## src/include/art_consts.svh

```systemverilog
// register map, field positions, reset values and tick counts for the reload timer
`ifndef ART_CONSTS_SVH
`define ART_CONSTS_SVH
`define ART_OFF_CTRL     8'h00
`define ART_OFF_CLKCTL   8'h04
`define ART_OFF_CNT_LO   8'h08
`define ART_OFF_CNT_HI   8'h0c
`define ART_OFF_RLD_LO   8'h10
`define ART_OFF_RLD_HI   8'h14
`define ART_OFF_GLB_EN   8'h18
`define ART_B_HI_OVF     7
`define ART_B_LO_OVF     6
`define ART_B_LO_IRQ_EN  5
`define ART_B_CAP_EN     4
`define ART_B_SPLIT      3
`define ART_B_RUN        2
`define ART_B_XCLK       0
`define ART_B_HI_FAST    5
`define ART_B_LO_FAST    4
`define ART_B_TMR_IRQ_EN 5
`define ART_RST_BYTE     8'h00
`define ART_CTRL_WMASK   8'hfd
`define ART_CLKCTL_WMASK 8'h3f
`define ART_BYTE_MAX     8'hff
`define ART_SYS_DIV_LAST 4'hb
`define ART_EXT_DIV_LAST 3'h7
`endif

```

## src/include/art_pkg.sv

```systemverilog
// types shared by the reload timer and its bench
package art_pkg;
  typedef struct packed {
    logic        cyc;
    logic        stb;
    logic        we;
    logic [3:0]  sel;
    logic [7:0]  adr;
    logic [31:0] dat;
  } art_wb_req_t;
endpackage

```

## src/hdl/art_timer.sv

```systemverilog
// 16-bit or dual 8-bit auto-reload timer with capture, classic wishbone slave
`timescale 1ns/1ps
`include "art_consts.svh"

// Operation
// count is two software-accessible bytes
// ticks: sysclk, sysclk/12, external/8
// external clock synchronised before counting
// split clear gives one 16-bit counter
// 16-bit overflow reloads, sets high flag
// timer enable requests irq on overflow
// low enable adds irq on low rollover
// split set gives two 8-bit counters
// each byte reloads from its reload byte
// high byte gated by run bit
// low byte always counts in split
// per-byte clock select in split mode
// each byte rollover sets its flag
// split irq on high, or either byte
// flags cleared only by software
// software reads both flags to find cause
// capture mode measures external clock
// capture copies count to reload, sets flag
// capture on falling edge of external/8
// 16-bit counts only while run set
// 16-bit uses the low byte clock select
module art_timer (
  input  wire logic                 clk_in,
  input  wire logic                 reset_n_in,
  input  wire art_pkg::art_wb_req_t wb_req_in,
  output logic [31:0]               wb_dat_out,
  output logic                      wb_ack_out,
  input  wire logic                 ext_osc_in,
  output logic                      timer_irq_out
);

  logic [7:0]  ctrl_reg;
  logic [7:0]  ctrl_next;
  logic [7:0]  clkctl_reg;
  logic [7:0]  clkctl_next;
  logic [7:0]  global_irq_enable_reg;
  logic [7:0]  global_irq_enable_next;
  logic [7:0]  cnt_lo_reg;
  logic [7:0]  cnt_lo_next;
  logic [7:0]  cnt_hi_reg;
  logic [7:0]  cnt_hi_next;
  logic [7:0]  rld_lo_reg;
  logic [7:0]  rld_lo_next;
  logic [7:0]  rld_hi_reg;
  logic [7:0]  rld_hi_next;
  logic        ack_reg;
  logic [31:0] rdat_reg;
  logic [31:0] rdat_next;
  logic [3:0]  div12_reg;
  logic [3:0]  div12_next;
  logic        ext_s1_reg;
  logic        ext_s2_reg;
  logic        ext_s3_reg;
  logic [2:0]  ext_div_reg;
  logic [2:0]  ext_div_next;

  // bus decode
  wire        access  = wb_req_in.cyc & wb_req_in.stb & ~ack_reg;
  wire        wr_lane = access & wb_req_in.we & wb_req_in.sel[0];
  wire [7:0]  wbyte   = wb_req_in.dat[7:0];

  function automatic logic wr_hit(input logic wr, input logic [7:0] a,
                                  input logic [7:0] off);
    return wr && (a == off);
  endfunction

  wire wr_ctrl   = wr_hit(wr_lane, wb_req_in.adr, `ART_OFF_CTRL);
  wire wr_clkctl = wr_hit(wr_lane, wb_req_in.adr, `ART_OFF_CLKCTL);
  wire wr_glb_en = wr_hit(wr_lane, wb_req_in.adr, `ART_OFF_GLB_EN);
  wire wr_lo     = wr_hit(wr_lane, wb_req_in.adr, `ART_OFF_CNT_LO);
  wire wr_hi     = wr_hit(wr_lane, wb_req_in.adr, `ART_OFF_CNT_HI);
  wire wr_rlo    = wr_hit(wr_lane, wb_req_in.adr, `ART_OFF_RLD_LO);
  wire wr_rhi    = wr_hit(wr_lane, wb_req_in.adr, `ART_OFF_RLD_HI);

  // unmapped addresses read zero and swallow writes
  wire [7:0] rd_byte =
    (wb_req_in.adr == `ART_OFF_CTRL)   ? ctrl_reg   :
    (wb_req_in.adr == `ART_OFF_CLKCTL) ? clkctl_reg :
    (wb_req_in.adr == `ART_OFF_GLB_EN) ? global_irq_enable_reg :
    (wb_req_in.adr == `ART_OFF_CNT_LO) ? cnt_lo_reg :
    (wb_req_in.adr == `ART_OFF_CNT_HI) ? cnt_hi_reg :
    (wb_req_in.adr == `ART_OFF_RLD_LO) ? rld_lo_reg :
    (wb_req_in.adr == `ART_OFF_RLD_HI) ? rld_hi_reg : `ART_RST_BYTE;
  assign rdat_next = access ? {24'h000000, rd_byte} : rdat_reg;

  // tick sources
  wire tick12 = (div12_reg == `ART_SYS_DIV_LAST);
  assign div12_next = tick12 ? 4'h0 : div12_reg + 4'h1;
  // only the second and third stages are looked at; the first may be metastable
  wire ext_rise = ext_s2_reg & ~ext_s3_reg;
  wire ext_wrap = ext_rise & (ext_div_reg == `ART_EXT_DIV_LAST);
  assign ext_div_next = ext_rise ? ext_div_reg + 3'h1 : ext_div_reg;
  // divided clock is ext_div_reg[2]; it falls exactly on the wrap
  wire tickx   = ext_wrap;
  wire cap_evt = ext_wrap & ctrl_reg[`ART_B_CAP_EN];

  function automatic logic sel_tick(input logic fast, input logic xclk,
                                    input logic t12, input logic tx);
    return fast ? 1'b1 : (xclk ? tx : t12);
  endfunction

  wire split   = ctrl_reg[`ART_B_SPLIT];
  wire run     = ctrl_reg[`ART_B_RUN];
  wire xclk    = ctrl_reg[`ART_B_XCLK];
  wire lo_tick = sel_tick(clkctl_reg[`ART_B_LO_FAST], xclk, tick12, tickx);
  wire hi_tick = sel_tick(clkctl_reg[`ART_B_HI_FAST], xclk, tick12, tickx);

  // counting
  wire lo_max  = (cnt_lo_reg == `ART_BYTE_MAX);
  wire hi_max  = (cnt_hi_reg == `ART_BYTE_MAX);
  wire lo_adv  = split ? lo_tick : (run & lo_tick);
  wire hi_adv  = split ? (run & hi_tick) : (run & lo_tick & lo_max);
  wire lo_wrap = lo_adv & lo_max;
  wire hi_wrap = hi_adv & hi_max;
  // in 16-bit mode the low byte only reloads on the full overflow
  wire lo_load = split ? lo_wrap : hi_wrap;

  assign cnt_lo_next = wr_lo   ? wbyte :
                       lo_load ? rld_lo_reg :
                       lo_adv  ? cnt_lo_reg + 8'h01 : cnt_lo_reg;
  assign cnt_hi_next = wr_hi   ? wbyte :
                       hi_wrap ? rld_hi_reg :
                       hi_adv  ? cnt_hi_reg + 8'h01 : cnt_hi_reg;

  // capture outranks a software write to the reload bytes
  assign rld_lo_next = cap_evt ? cnt_lo_reg : (wr_rlo ? wbyte : rld_lo_reg);
  assign rld_hi_next = cap_evt ? cnt_hi_reg : (wr_rhi ? wbyte : rld_hi_reg);

  // flags: a hardware set wins over a software clear in the same cycle
  wire       hi_set   = hi_wrap | cap_evt;
  wire       lo_set   = lo_wrap;
  wire [7:0] ctrl_wr  = wr_ctrl ? (wbyte & `ART_CTRL_WMASK) : ctrl_reg;
  assign ctrl_next   = ctrl_wr | {hi_set, lo_set, 6'h00};
  assign clkctl_next = wr_clkctl ? (wbyte & `ART_CLKCTL_WMASK) : clkctl_reg;
  assign global_irq_enable_next = wr_glb_en ? wbyte : global_irq_enable_reg;

  // level request; the servicing code checks both flags to find the cause
  assign timer_irq_out = global_irq_enable_reg[`ART_B_TMR_IRQ_EN] &
    (ctrl_reg[`ART_B_HI_OVF] |
     (ctrl_reg[`ART_B_LO_IRQ_EN] & ctrl_reg[`ART_B_LO_OVF]));

  assign wb_ack_out = ack_reg;
  assign wb_dat_out = rdat_reg;

  always_ff @(posedge clk_in) begin
    if (!reset_n_in) begin
      ack_reg  <= 1'b0;
      rdat_reg <= 32'h00000000;
    end else begin
      ack_reg  <= access;
      rdat_reg <= rdat_next;
    end
  end

  always_ff @(posedge clk_in) begin
    if (!reset_n_in) begin
      ctrl_reg   <= `ART_RST_BYTE;
      clkctl_reg <= `ART_RST_BYTE;
      global_irq_enable_reg <= `ART_RST_BYTE;
      cnt_lo_reg <= `ART_RST_BYTE;
      cnt_hi_reg <= `ART_RST_BYTE;
      rld_lo_reg <= `ART_RST_BYTE;
      rld_hi_reg <= `ART_RST_BYTE;
    end else begin
      ctrl_reg   <= ctrl_next;
      clkctl_reg <= clkctl_next;
      global_irq_enable_reg <= global_irq_enable_next;
      cnt_lo_reg <= cnt_lo_next;
      cnt_hi_reg <= cnt_hi_next;
      rld_lo_reg <= rld_lo_next;
      rld_hi_reg <= rld_hi_next;
    end
  end

  always_ff @(posedge clk_in) begin
    if (!reset_n_in) begin
      div12_reg   <= 4'h0;
      ext_s1_reg  <= 1'b0;
      ext_s2_reg  <= 1'b0;
      ext_s3_reg  <= 1'b0;
      ext_div_reg <= 3'h0;
    end else begin
      div12_reg   <= div12_next;
      ext_s1_reg  <= ext_osc_in;
      ext_s2_reg  <= ext_s1_reg;
      ext_s3_reg  <= ext_s2_reg;
      ext_div_reg <= ext_div_next;
    end
  end
endmodule

```

## config.mk

```make
export PLATFORM = sky130hd
export DESIGN_NAME = art_timer
export DESIGN_NICKNAME = d
export VERILOG_FILES = /design/src/include/art_pkg.sv /design/src/hdl/art_timer.sv
export VERILOG_INCLUDE_DIRS = /design/src /design/src/include
export SDC_FILE = /design/constraint.sdc
export NUM_CORES = 1
export LEC_CHECK = 0
export BUFFER_PORTS_ARGS = -buffer_cell sky130_fd_sc_hd__buf_2
export CAP_MARGIN = 25
export CORE_ASPECT_RATIO = 1.1
export CORE_MARGIN = 5
export CORE_UTILIZATION = 60
export CTS_CLUSTER_DIAMETER = 150
export DETAILED_ROUTE_END_ITERATION = 12
export PLACE_DENSITY_LB_ADDON = 0.1
export SYNTH_ARGS = -nofsm -noshare
export SYNTH_HDL_FRONTEND = slang
export SYNTH_SLANG_ARGS = --single-unit
```

## constraint.sdc

```tcl
create_clock -name clk_in -period 3.5 [get_ports clk_in]
set_clock_uncertainty 0.15 [all_clocks]
set_input_delay 0.7 -clock clk_in [delete_from_list [all_inputs] [get_ports clk_in]]
set_output_delay 0.7 -clock clk_in [all_outputs]
set_load 0.01 [all_outputs]
```

; ---- After elaboration in Yosys (flattened, before gate mapping)
; Cells that the tools add are included.
[totals]
input_bits = 50
ff_bits = 73
wordCells = 85
[op_classes]
n_reduce_logical = 13
n_eq_ne = 10
n_addsub = 4
mux = 24
n_bitwise = 20
[ops]
columns = operator, n
row1 = $mux W8, 18
row2 = $eq A8 B5 Y1 const B, 3
row3 = $add A8 B1 Y8 const B, 2
row4 = $eq A8 B4 Y1 const B, 2
row5 = $eq A8 B8 Y1 const B, 2
row6 = $and A1 B1 Y1, 14
row7 = $eq A8 B3 Y1 const B, 1
row8 = $logic_not A8 Y1, 1
row9 = $or A8 B8 Y8, 1
row10 = $logic_and A1 B1 Y1, 7
row11 = $mux W1, 6
row12 = $reduce_bool A3 Y1, 2
row13 = $add A4 B1 Y4 const B, 1
row14 = $eq A4 B4 Y1 const B, 1
row15 = $reduce_bool A2 Y1, 2
row16 = $add A3 B1 Y3 const B, 1
row17 = $eq A3 B3 Y1 const B, 1
row18 = $not A1 Y1, 3
row19 = $or A1 B1 Y1, 2
row20 = $reduce_or A2 Y1, 1

; ---- Logic depth before layout (Yosys ltp)
; Gate-level depths: netlist of the first run.
[depth]
ltp_word = 12
depth_mapped = 8
ltp_nobuf = 7

; ---- Worst setup path after synthesis of the first run
; Ideal clock, no wire load.
[synth_timing]
kind = input-to-reg
from = input port wb_req_in[45] in the netlist's numbering
to = register cnt_hi_reg[4]
required_time_ns = 3.228
stages = 7
arrival_ns = 2.003
path_slack_ns = 1.225
path_cell_list = and3b_1 buf_6 nand3_4 o31ai_4 nor2b_2 buf_6 a221o_1
[synth_between]
elab_chain_cells = 6
word_cells_on_any_way = 7
[synth_lines]
columns = item, line_no
row1 = start: declaration, art_timer.sv:30  ; input wire art_pkg::art_wb_req_t wb_req_in,
row2 = $and A1 B1 Y1 (*) (2 in a row), art_timer.sv:63  ; wire access = wb_req_in.cyc & wb_req_in.stb & ~ack_reg;
row3 = $and A1 B1 Y1 (*) (2 in a row), art_timer.sv:64  ; wire wr_lane = access & wb_req_in.we & wb_req_in.sel[0];
row4 = $logic_and A1 B1 Y1 (*), art_timer.sv:69  ; return wr && (a == off);
row5 = $reduce_bool A3 Y1 (no source line) or $mux W8 (tied branches), --
row6 = end signal: assignment, art_timer.sv:166  ; cnt_hi_reg <= `ART_RST_BYTE;
row7 = end signal: assignment, art_timer.sv:174  ; cnt_hi_reg <= cnt_hi_next;
row8 = end: declaration, art_timer.sv:45  ; logic [7:0] cnt_hi_reg;
; Mark *: on every way between the ends. The rest lies on a longest branch, timed or not.
; A chain may end at the register's enable or synchronous reset.

; ---- Final worst setup path of the first run
[layout_timing]
from = register cnt_hi_reg[0]
to = register cnt_lo_reg[7]
[layout_between]
elab_chain_cells = 5
word_cells_on_any_way = 6
[layout_lines]
columns = item, line_no
row1 = $eq A8 B8 Y1 (no source line) (*), --
row2 = $and A1 B1 Y1 (*), art_timer.sv:119  ; wire hi_wrap = hi_adv & hi_max;
row3 = $mux W1 (*), art_timer.sv:121  ; wire lo_load = split ? lo_wrap : hi_wrap;
row4 = $mux W8, art_timer.sv:124  ; lo_load ? rld_lo_reg :
row5 = $mux W8, art_timer.sv:123  ; assign cnt_lo_next = wr_lo ? wbyte :
row6 = end signal: assignment, art_timer.sv:165  ; cnt_lo_reg <= `ART_RST_BYTE;
row7 = end signal: assignment, art_timer.sv:173  ; cnt_lo_reg <= cnt_lo_next;
row8 = end: declaration, art_timer.sv:43  ; logic [7:0] cnt_lo_reg;
; Marks and branches as above.

==> impl_metrics.yaml, run 1 <==
status:
  status: "finished clean"
synth:
  synth_ff_type: "dfxtp_1"
  synth_warnings: 0
  yosysUniqueCellTypes: 67
  syn_area_per_cell_um2: 8.44
  seq_area_frac_synth_pct: 33.4
  synth.cell_area_um2: 4320
  synth_async_sr_flop_share_pct: 0
  synth-edff-count: 0
  ys_ff_latch: 72
  syn_inst: 512
clock_network:
  postCtsSetupBuffers: 0
  postCtsHoldBufs: 0
  clkSlewWorstSetupHoldPaths_ns: 0.08
  numCtsBuffers: 9
  cts_resized: 0
  cts_tree: "done"
  clock_sinks: 72
  worstSkewPairLatency_ns: 0.36
  htreeDepth: 3
  root_buffer: "clkbuf_8"
  cts_max_path_buffers: 2
timing:
  rsz0062_at_grt: "no"
  worstMarginPinSlew_ns: 0.861
  max_freq_mhz: 378
  min_period_over_period_pct: 75.7
  slew_viol_final: 0
  fin_setup_tns_ns: 0
  finalSetupViolCount: 0
  timing.final.ws_setup_ns: 0.852
  fin_crit_ns: 2.65
  slew_headroom_pct: 42.1
  timing.hold.ws_ns: 0.297
  finalHoldViolCount: 0
route:
  routed_wl_mm: 12.2
  drtIter0Drc: 421
  drt-pass1-iter-count: 6
  drc: 0
  wire_per_inst_um: 19.8
  num_vias: 3944
  antenna_left: 0
  viasPerCell: 6.42
placed_design:
  gp_congestion: 0.928
  io_buffers: 32
  dp_slack_ns: 0.680
  placed_area_um2: 4360
  dpl.hpwl_mm: 8.36
layout:
  layout_commonest_cell: "dfxtp_1"
  diodes: 0
  nets: 579
  layout_common_cells: "72 x dfxtp_1, 46 x a21oi_1, 45 x mux2i_1"
  fillers: 554
  stdcell_area_um2: 4590
  syn_to_final_growth_pct: 6.17
  layout-drive-gt1-share_pct: 14.0
  final_core_util_pct: 65.5
global_routing:
  grt_overflow: 0
  grt_max_degree: 35
  first_global_vias: 3530
  grt_pass1_wl_mm: 19.2
  antenna_found_initial: 0
  grt_use_met1_pct: 36.7
  gr-usage-all-layers_pct: 26.9
  grt_busiest_layer: "met2"
  met3_usage_pct: 5.50
  met2_usage_pct: 41.3
setup_path:
  crit_path_max_incr_delay_ns: 0.58
  critical_path_required_ns: 3.59
  crit_arrival_ns: 2.74
  critPathBufInv: 0
  crit_path_start: "cnt_hi_reg[0]"
  r2r_start: "cnt_hi_reg[0]"
  worst-setup-path-type: "reg -> reg"
  path_cells: "ha_1 -> and4_1 -> a31oi_1 -> nor3_2 -> mux2i_1 -> a21oi_1"
  crit_fanout: 10
  slowest_stage: "dfxtp_1"
  cp_top_family: "simple AND/OR/NAND/NOR gates"
  crit_path_end_kind: "flop"
  cp-start-kind: "flop"
die:
  die_w_um: 90.9
  initial_core_util_pct: 61.7
  die_h_um: 99
  die-area_um2: 9000
  core-area_um2: 7010
  io_pins: 84
  rows: 32
run:
  drv_cap: 0
power:
  p_leak_nw: 1.81
  p_per_area_nw_per_um2: 378
  ir_worst_vdd_mv: 0.356
worst_hold_path:
  hp-class: "reg -> reg"
  holdCritStartpoint: "div12_reg[0]"
-- final timing paths --
check	endpoint	slack [ns]	depth (start not counted)
max reg2reg	cnt_lo_reg[7]	0.85	6
min reg2reg	div12_reg[0]	0.30	1
max	cnt_lo_reg[7]	0.85	6
min	div12_reg[0]	0.30	1
-- kinds of logic after synthesis --
family / count (synthesis) / synth area share, %
compound gates: 145 / 21.1
xor+xnor: 9 / 1.82
fa+ha+maj: 5 / 1.45
buf+inv: 72 / 9.59
flops: 72 / 33.4
mux: 47 / 10.9
other cells: 1 / 0.0868
simple gates: 161 / 21.7
-- synthesized netlist by cell type, drive strengths merged (4+ instances only) --
cell type / number / area share, %
a211oi: 9 / 1.6
a21oi: 46 / 5.3
a221o: 8 / 1.9
a31oi: 7 / 1.0
and2: 6 / 0.87
buf: 42 / 6.9
clkbuf: 21 / 1.9
dfxtp: 72 / 33
ha: 5 / 1.4
inv: 8 / 0.70
mux2i: 45 / 10
nand2: 26 / 2.3
nand2b: 7 / 1.0
nand3: 14 / 1.9
nand3b: 8 / 1.4
nand4: 9 / 1.3
nor2: 42 / 3.7
nor2b: 7 / 1.1
nor3: 14 / 2.2
nor4: 4 / 0.72
o21ai: 43 / 5.1
o22ai: 6 / 0.87
o32ai: 4 / 0.81
xnor2: 7 / 1.4
-- per-layer routing --
layer / wire (um) / vias to the layer above
li1: - / 1867
met1: 5070 / 1852
met2: 5660 / 201
met3: 1060 / 24
met4: 368 / 0
met5: 0 / -
-- cell type report --
type / count / area [um2] / area share, %
multi-input cells: 391 / 2550 / 55.6
flip-flops and latches: 72 / 1440 / 31.4
clock inverters: 7 / 103 / 2.24
clock buffers: 9 / 124 / 2.70
repair buffers: 41 / 228 / 4.96
inverters: 9 / 33.8 / 0.736
well taps: 85 / 106 / 2.32
-- power by group --
| part | total, mW | internal [mW] | leakage (nW) | switching, mW |
|---|---|---|---|---|
| Combinational | 0.137 | 0.0391 | 1.11 | 0.0977 |
| Clock | 0.766 | 0.409 | 0.110 | 0.357 |
| Sequential | 0.830 | 0.826 | 0.581 | 0.00479 |
-- metrics by stage --
step	instances	power, mW
floorplan	535	0.954
global route	614	1.79
detailed placement	598	0.982
finish	614	1.73
CTS	614	1.73
global placement	598	0.982
No activity file was read; power rests on OpenSTA's default activity.
==> inputs of run 2 (changes only) <==
CORE_UTILIZATION = 56   (was 60)
clock period = 2.45 ns   (was 3.5 ns; I/O delays follow)
==> impl_metrics.yaml, run 2 (synthesis gave the netlist of run 1 again) <==
placed_design:
  io_buffers: 32
  placed_area_um2: 4610
  gp_congestion: 0.911
  dp_cells: 648
  dpl.hpwl_mm: 9.00
worst_hold_path:
  hp-class: "in -> reg"
  holdPathEnd: "ext_s1_reg"
  holdCritStartpoint: "ext_osc_in"
  hold_depth: 2
timing:
  worstMarginPinSlew_ns: 0.518
  max_freq_mhz: 442
  finalHoldViolCount: 0
  finalSetupViolCount: 0
  slew_viol_final: 0
  rsz0062_at_grt: "no"
  fin_setup_tns_ns: 0
  slew_headroom_pct: 64.6
  fin_crit_ns: 2.26
  min_period_over_period_pct: 92.3
setup_path:
  slowest_stage: "nor2b_2"
  crit_path_end_kind: "flop"
  path_cells: "ha_1 -> ha_1 -> and4b_1 -> o31a_1 -> o21ai_2 -> nor2b_2 -> a221o_1"
  crit_fanout: 10
  path_common_cell: "ha_1"
  reg2reg_to: "cnt_hi_reg[0]"
  r2r_start: "ext_div_reg[0]"
  cp-start-kind: "flop"
  r2r_slack_ns: 0.19
  r2r_cells: 7
  critical_path_required_ns: 2.60
  crit_path_max_incr_delay_ns: 0.42
  crit_arrival_ns: 2.41
  worst-setup-path-type: "reg -> reg"
layout:
  diodes: 0
  stdcell_area_um2: 4790
  stdcell_count: 664
  nets: 609
  layout_commonest_cell: "dfxtp_1"
  syn_to_final_growth_pct: 11.0
  layout_common_cells: "72 x dfxtp_1, 46 x a21oi_1, 45 x mux2i_1"
  layout-drive-gt1-share_pct: 18.6
route:
  viasPerCell: 6.09
  antenna_left: 0
  routed_wl_mm: 12.6
  drc: 0
  wire_per_inst_um: 19.0
  drtIter0Drc: 392
  drt-pass1-iter-count: 5
  num_vias: 4047
global_routing:
  grt_max_degree: 34
  first_global_vias: 3771
  grt_overflow: 0
  antenna_found_initial: 0
  grt_pass1_wl_mm: 19.7
  gr-usage-all-layers_pct: 26.7
clock_network:
  htreeDepth: 3
  clkSlewWorstSetupHoldPaths_ns: 0.09
  clock_sinks: 72
  cts_tree: "done"
  root_buffer: "clkbuf_8"
  cts_resized: 0
  numCtsBuffers: 9
  postCtsHoldBufs: 0
  worstSkewPairLatency_ns: 0.36
  cts_max_path_buffers: 2
  postCtsSetupBuffers: 0
die:
  die_w_um: 93.7
  initial_core_util_pct: 57.8
  die-area_um2: 9570
  rows: 33
  die_h_um: 102
  core-area_um2: 7470
  io_pins: 84
power:
  ir_worst_vdd_mv: 0.370
  p_leak_nw: 1.94
  p_per_area_nw_per_um2: 481
run:
  drv_cap: 0
status:
  status: "finished clean"
run 2: worst max path at each step:
stage / start / end / slack, ns / cells after the start
global route: ext_div_reg[0] / cnt_hi_reg[3] / 0.06 / 7
floorplan: wb_req_in[45] / cnt_hi_reg[4] / 0.39 / 7
global placement: wb_req_in[39] / ctrl_reg[7] / 0.07 / 6
finish: ext_div_reg[0] / cnt_hi_reg[0] / 0.19 / 7
CTS: ext_div_reg[0] / cnt_hi_reg[3] / 0.20 / 7
detailed placement: wb_req_in[45] / ctrl_reg[7] / 0.06 / 6
run 2: report_power, final:
group	switching [mW]	internal, mW	total [mW]	leakage [nW]
sequential	0.00667	1.18	1.19	0.581
clock	0.523	0.385	0.908	0.0912
combinational	0.144	0.0666	0.211	1.27
total	0.673	1.63	2.30	1.94
run 2: area by class of cell:
class	instances	area, um2
fillers	657	2680
multi-input cells	391	2550
flip-flops and latches	72	1440
repair buffers	71	453
well taps	105	131
clock buffers	9	124
clock inverters	7	60.1
inverters	9	33.8
run 2: worst max-delay path: cells and delay by family (launching register included):
family	cells	cell delay, ns
compound gates	3	0.71
fa+ha+maj	2	0.38
flops	1	0.33
simple gates	2	0.63
run 2: layer usage:
layer	vias up	track usage [%]	wire length [um]	part of all wire [%]
met5	-	0	0	0
met4	0	11.9	467	3.7
met3	32	5.82	1020	8.1
met2	189	42.4	5660	45
met1	1907	34.7	5470	43
li1	1919	-	-	-
run 2: stage by stage:
stage	setup WS (ns)	hold slack [ns]	total power, mW	util (%)
3_3_place_gp	0.0727	0.271	1.41	61.7
2_1_floorplan	0.385	0.262	1.36	-
3_5_place_dp	0.0560	0.285	1.42	61.7
4_1_cts	0.201	0.183	2.31	64.2
6_report	0.188	0.192	2.30	64.2
5_1_grt	0.0641	0.218	2.38	64.2
==> inputs of run 3 (changes only) <==
BUFFER_PORTS_ARGS = not set   (was -buffer_cell sky130_fd_sc_hd__buf_2)
CORE_UTILIZATION = 30   (was 56)
DONT_BUFFER_PORTS = 1   (was not set)
==> impl_metrics.yaml, run 3 (synthesis gave the netlist of run 1 again) <==
status:
  status: "finished clean"
worst_hold_path:
  holdPathEnd: "div12_reg[0]"
  hold_depth: 2
  hp-class: "in -> reg"
  holdCritStartpoint: "reset_n_in"
die:
  rows: 46
  die_w_um: 124
  die-area_um2: 16900
  die_h_um: 136
  io_pins: 84
  core-area_um2: 14300
  initial_core_util_pct: 30.3
power:
  seqPwrFrac_pct: 41.8
  p_leak_nw: 1.87
  p_per_area_nw_per_um2: 582
  switching_share_pct: 22.1
  power_switching_mw: 0.630
  clkPwrFrac_pct: 53.8
  pwr-share-comb_pct: 4.4
  internal_power_mw: 2.22
  ir_worst_vdd_mv: 0.283
timing:
  finalSetupViolCount: 0
  max_freq_mhz: 428
  rsz0062_at_grt: "no"
  min_period_over_period_pct: 95.3
  finalHoldViolCount: 0
  slew_viol_final: 0
  worstMarginPinSlew_ns: 0.759
  fin_crit_ns: 2.33
  slew_headroom_pct: 48.1
  fin_setup_tns_ns: 0
  timing.final.ws_setup_ns: 0.116
route:
  viasPerCell: 5.38
  antenna_left: 0
  drtIter0Drc: 309
  wire_per_inst_um: 20.3
  routed_wl_mm: 14.5
  drt-pass1-iter-count: 5
  drc: 0
  num_vias: 3860
setup_path:
  critPathBufInv: 0
  worst-setup-path-type: "reg -> reg"
  cp-start-kind: "flop"
  crit_fanout: 8
  cp_top_family: "compound AO/OA/AOI/OAI gates"
  crit_path_max_incr_delay_ns: 0.46
  reg2reg_to: "cnt_hi_reg[3]"
  path_common_cell: "ha_1"
  critical_path_required_ns: 2.58
  r2r_cells: 7
  r2r_start: "ext_div_reg[0]"
  r2r_slack_ns: 0.12
  slowest_stage: "nor2b_2"
  path_cells: "ha_1 -> ha_1 -> and4b_1 -> o31a_1 -> o21ai_2 -> nor2b_2 -> a221o_1"
  crit_arrival_ns: 2.46
  crit_path_end_kind: "flop"
layout:
  final_core_util_pct: 34.3
  layout_common_cells: "72 x dfxtp_1, 46 x a21oi_1, 45 x mux2i_1"
  stdcell_area_um2: 4890
  syn_to_final_growth_pct: 13.3
  layout_commonest_cell: "dfxtp_1"
  nets: 577
  layout-drive-gt1-share_pct: 13.3
  diodes: 0
global_routing:
  gr-usage-all-layers_pct: 17.1
  grt_overflow: 0
  grt_max_degree: 37
  grt_pass1_wl_mm: 22.0
  first_global_vias: 3686
  antenna_found_initial: 0
run:
  drv_cap: 0
placed_design:
  io_buffers: 0
  placed_area_um2: 4560
  dpl.hpwl_mm: 10.5
  gp_congestion: 0.840
  dp_slack_ns: 0.100
clock_network:
  clkSlewWorstSetupHoldPaths_ns: 0.06
  clock_sinks: 72
  postCtsHoldBufs: 0
  htreeDepth: 3
  root_buffer: "clkbuf_16"
  postCtsSetupBuffers: 0
  cts_tree: "done"
  cts_max_path_buffers: 2
  cts_resized: 0
  numCtsBuffers: 9
  worstSkewPairLatency_ns: 0.35
==> run 3: worst max-delay path by stage <==
stage / end / cells past startpoint / from / slack, ns
floorplan: cnt_hi_reg[4] / 7 / wb_req_in[45] / 0.39
detailed placement: wb_dat_out[2] / 6 / wb_req_in[45] / 0.10
CTS: cnt_hi_reg[3] / 7 / ext_div_reg[0] / 0.12
finish: cnt_hi_reg[3] / 7 / ext_div_reg[0] / 0.12
global placement: wb_dat_out[3] / 6 / wb_req_in[45] / 0.08
global route: cnt_hi_reg[2] / 7 / ext_div_reg[0] / 0.02
==> run 3: cell type report <==
cell class / count / area (um2)
clock buffers: 10 / 229
multi-input cells: 391 / 2550
clock inverters: 5 / 106
fillers: 1549 / 9380
repair buffers: 39 / 293
flip-flops and latches: 72 / 1440
inverters: 9 / 33.8
well taps: 192 / 240
==> run 3: worst reg2reg max path, cell delays in order (launching register included) <==
cell and delay [ns]:
dfxtp_1 0.32, ha_1 0.20, ha_1 0.19, and4b_1 0.21, o31a_1 0.33, o21ai_2 0.17
nor2b_2 0.46, a221o_1 0.23
==> run 3: power groups by stage <==
stage	Combinational, mW	Sequential, mW	Clock (mW)
after global routing	0.139	1.19	1.62
final	0.126	1.19	1.53
after floorplan	0.149	1.21	0
after global placement	0.124	1.22	0
after detailed placement	0.125	1.22	0
after CTS	0.125	1.19	1.56
==> run 3: per-stage QoR <==
stage               std cells  power [mW]  hold slack [ns]
finish                    718        2.85            0.114
global route              718        2.95            0.102
CTS                       718        2.88            0.108
detailed placement        703        1.34            0.269
global placement          703        1.34            0.265
floorplan                 535        1.36            0.262
==> run 3: routing by layer <==
layer | vias to the layer above | track usage, % | share of wire [%]
li1 | 1860 | - | -
met1 | 1862 | 21.6 | 44
met2 | 110 | 28.0 | 47
met3 | 28 | 3.85 | 5.3
met4 | 0 | 7.37 | 3.3
met5 | - | 0 | 0
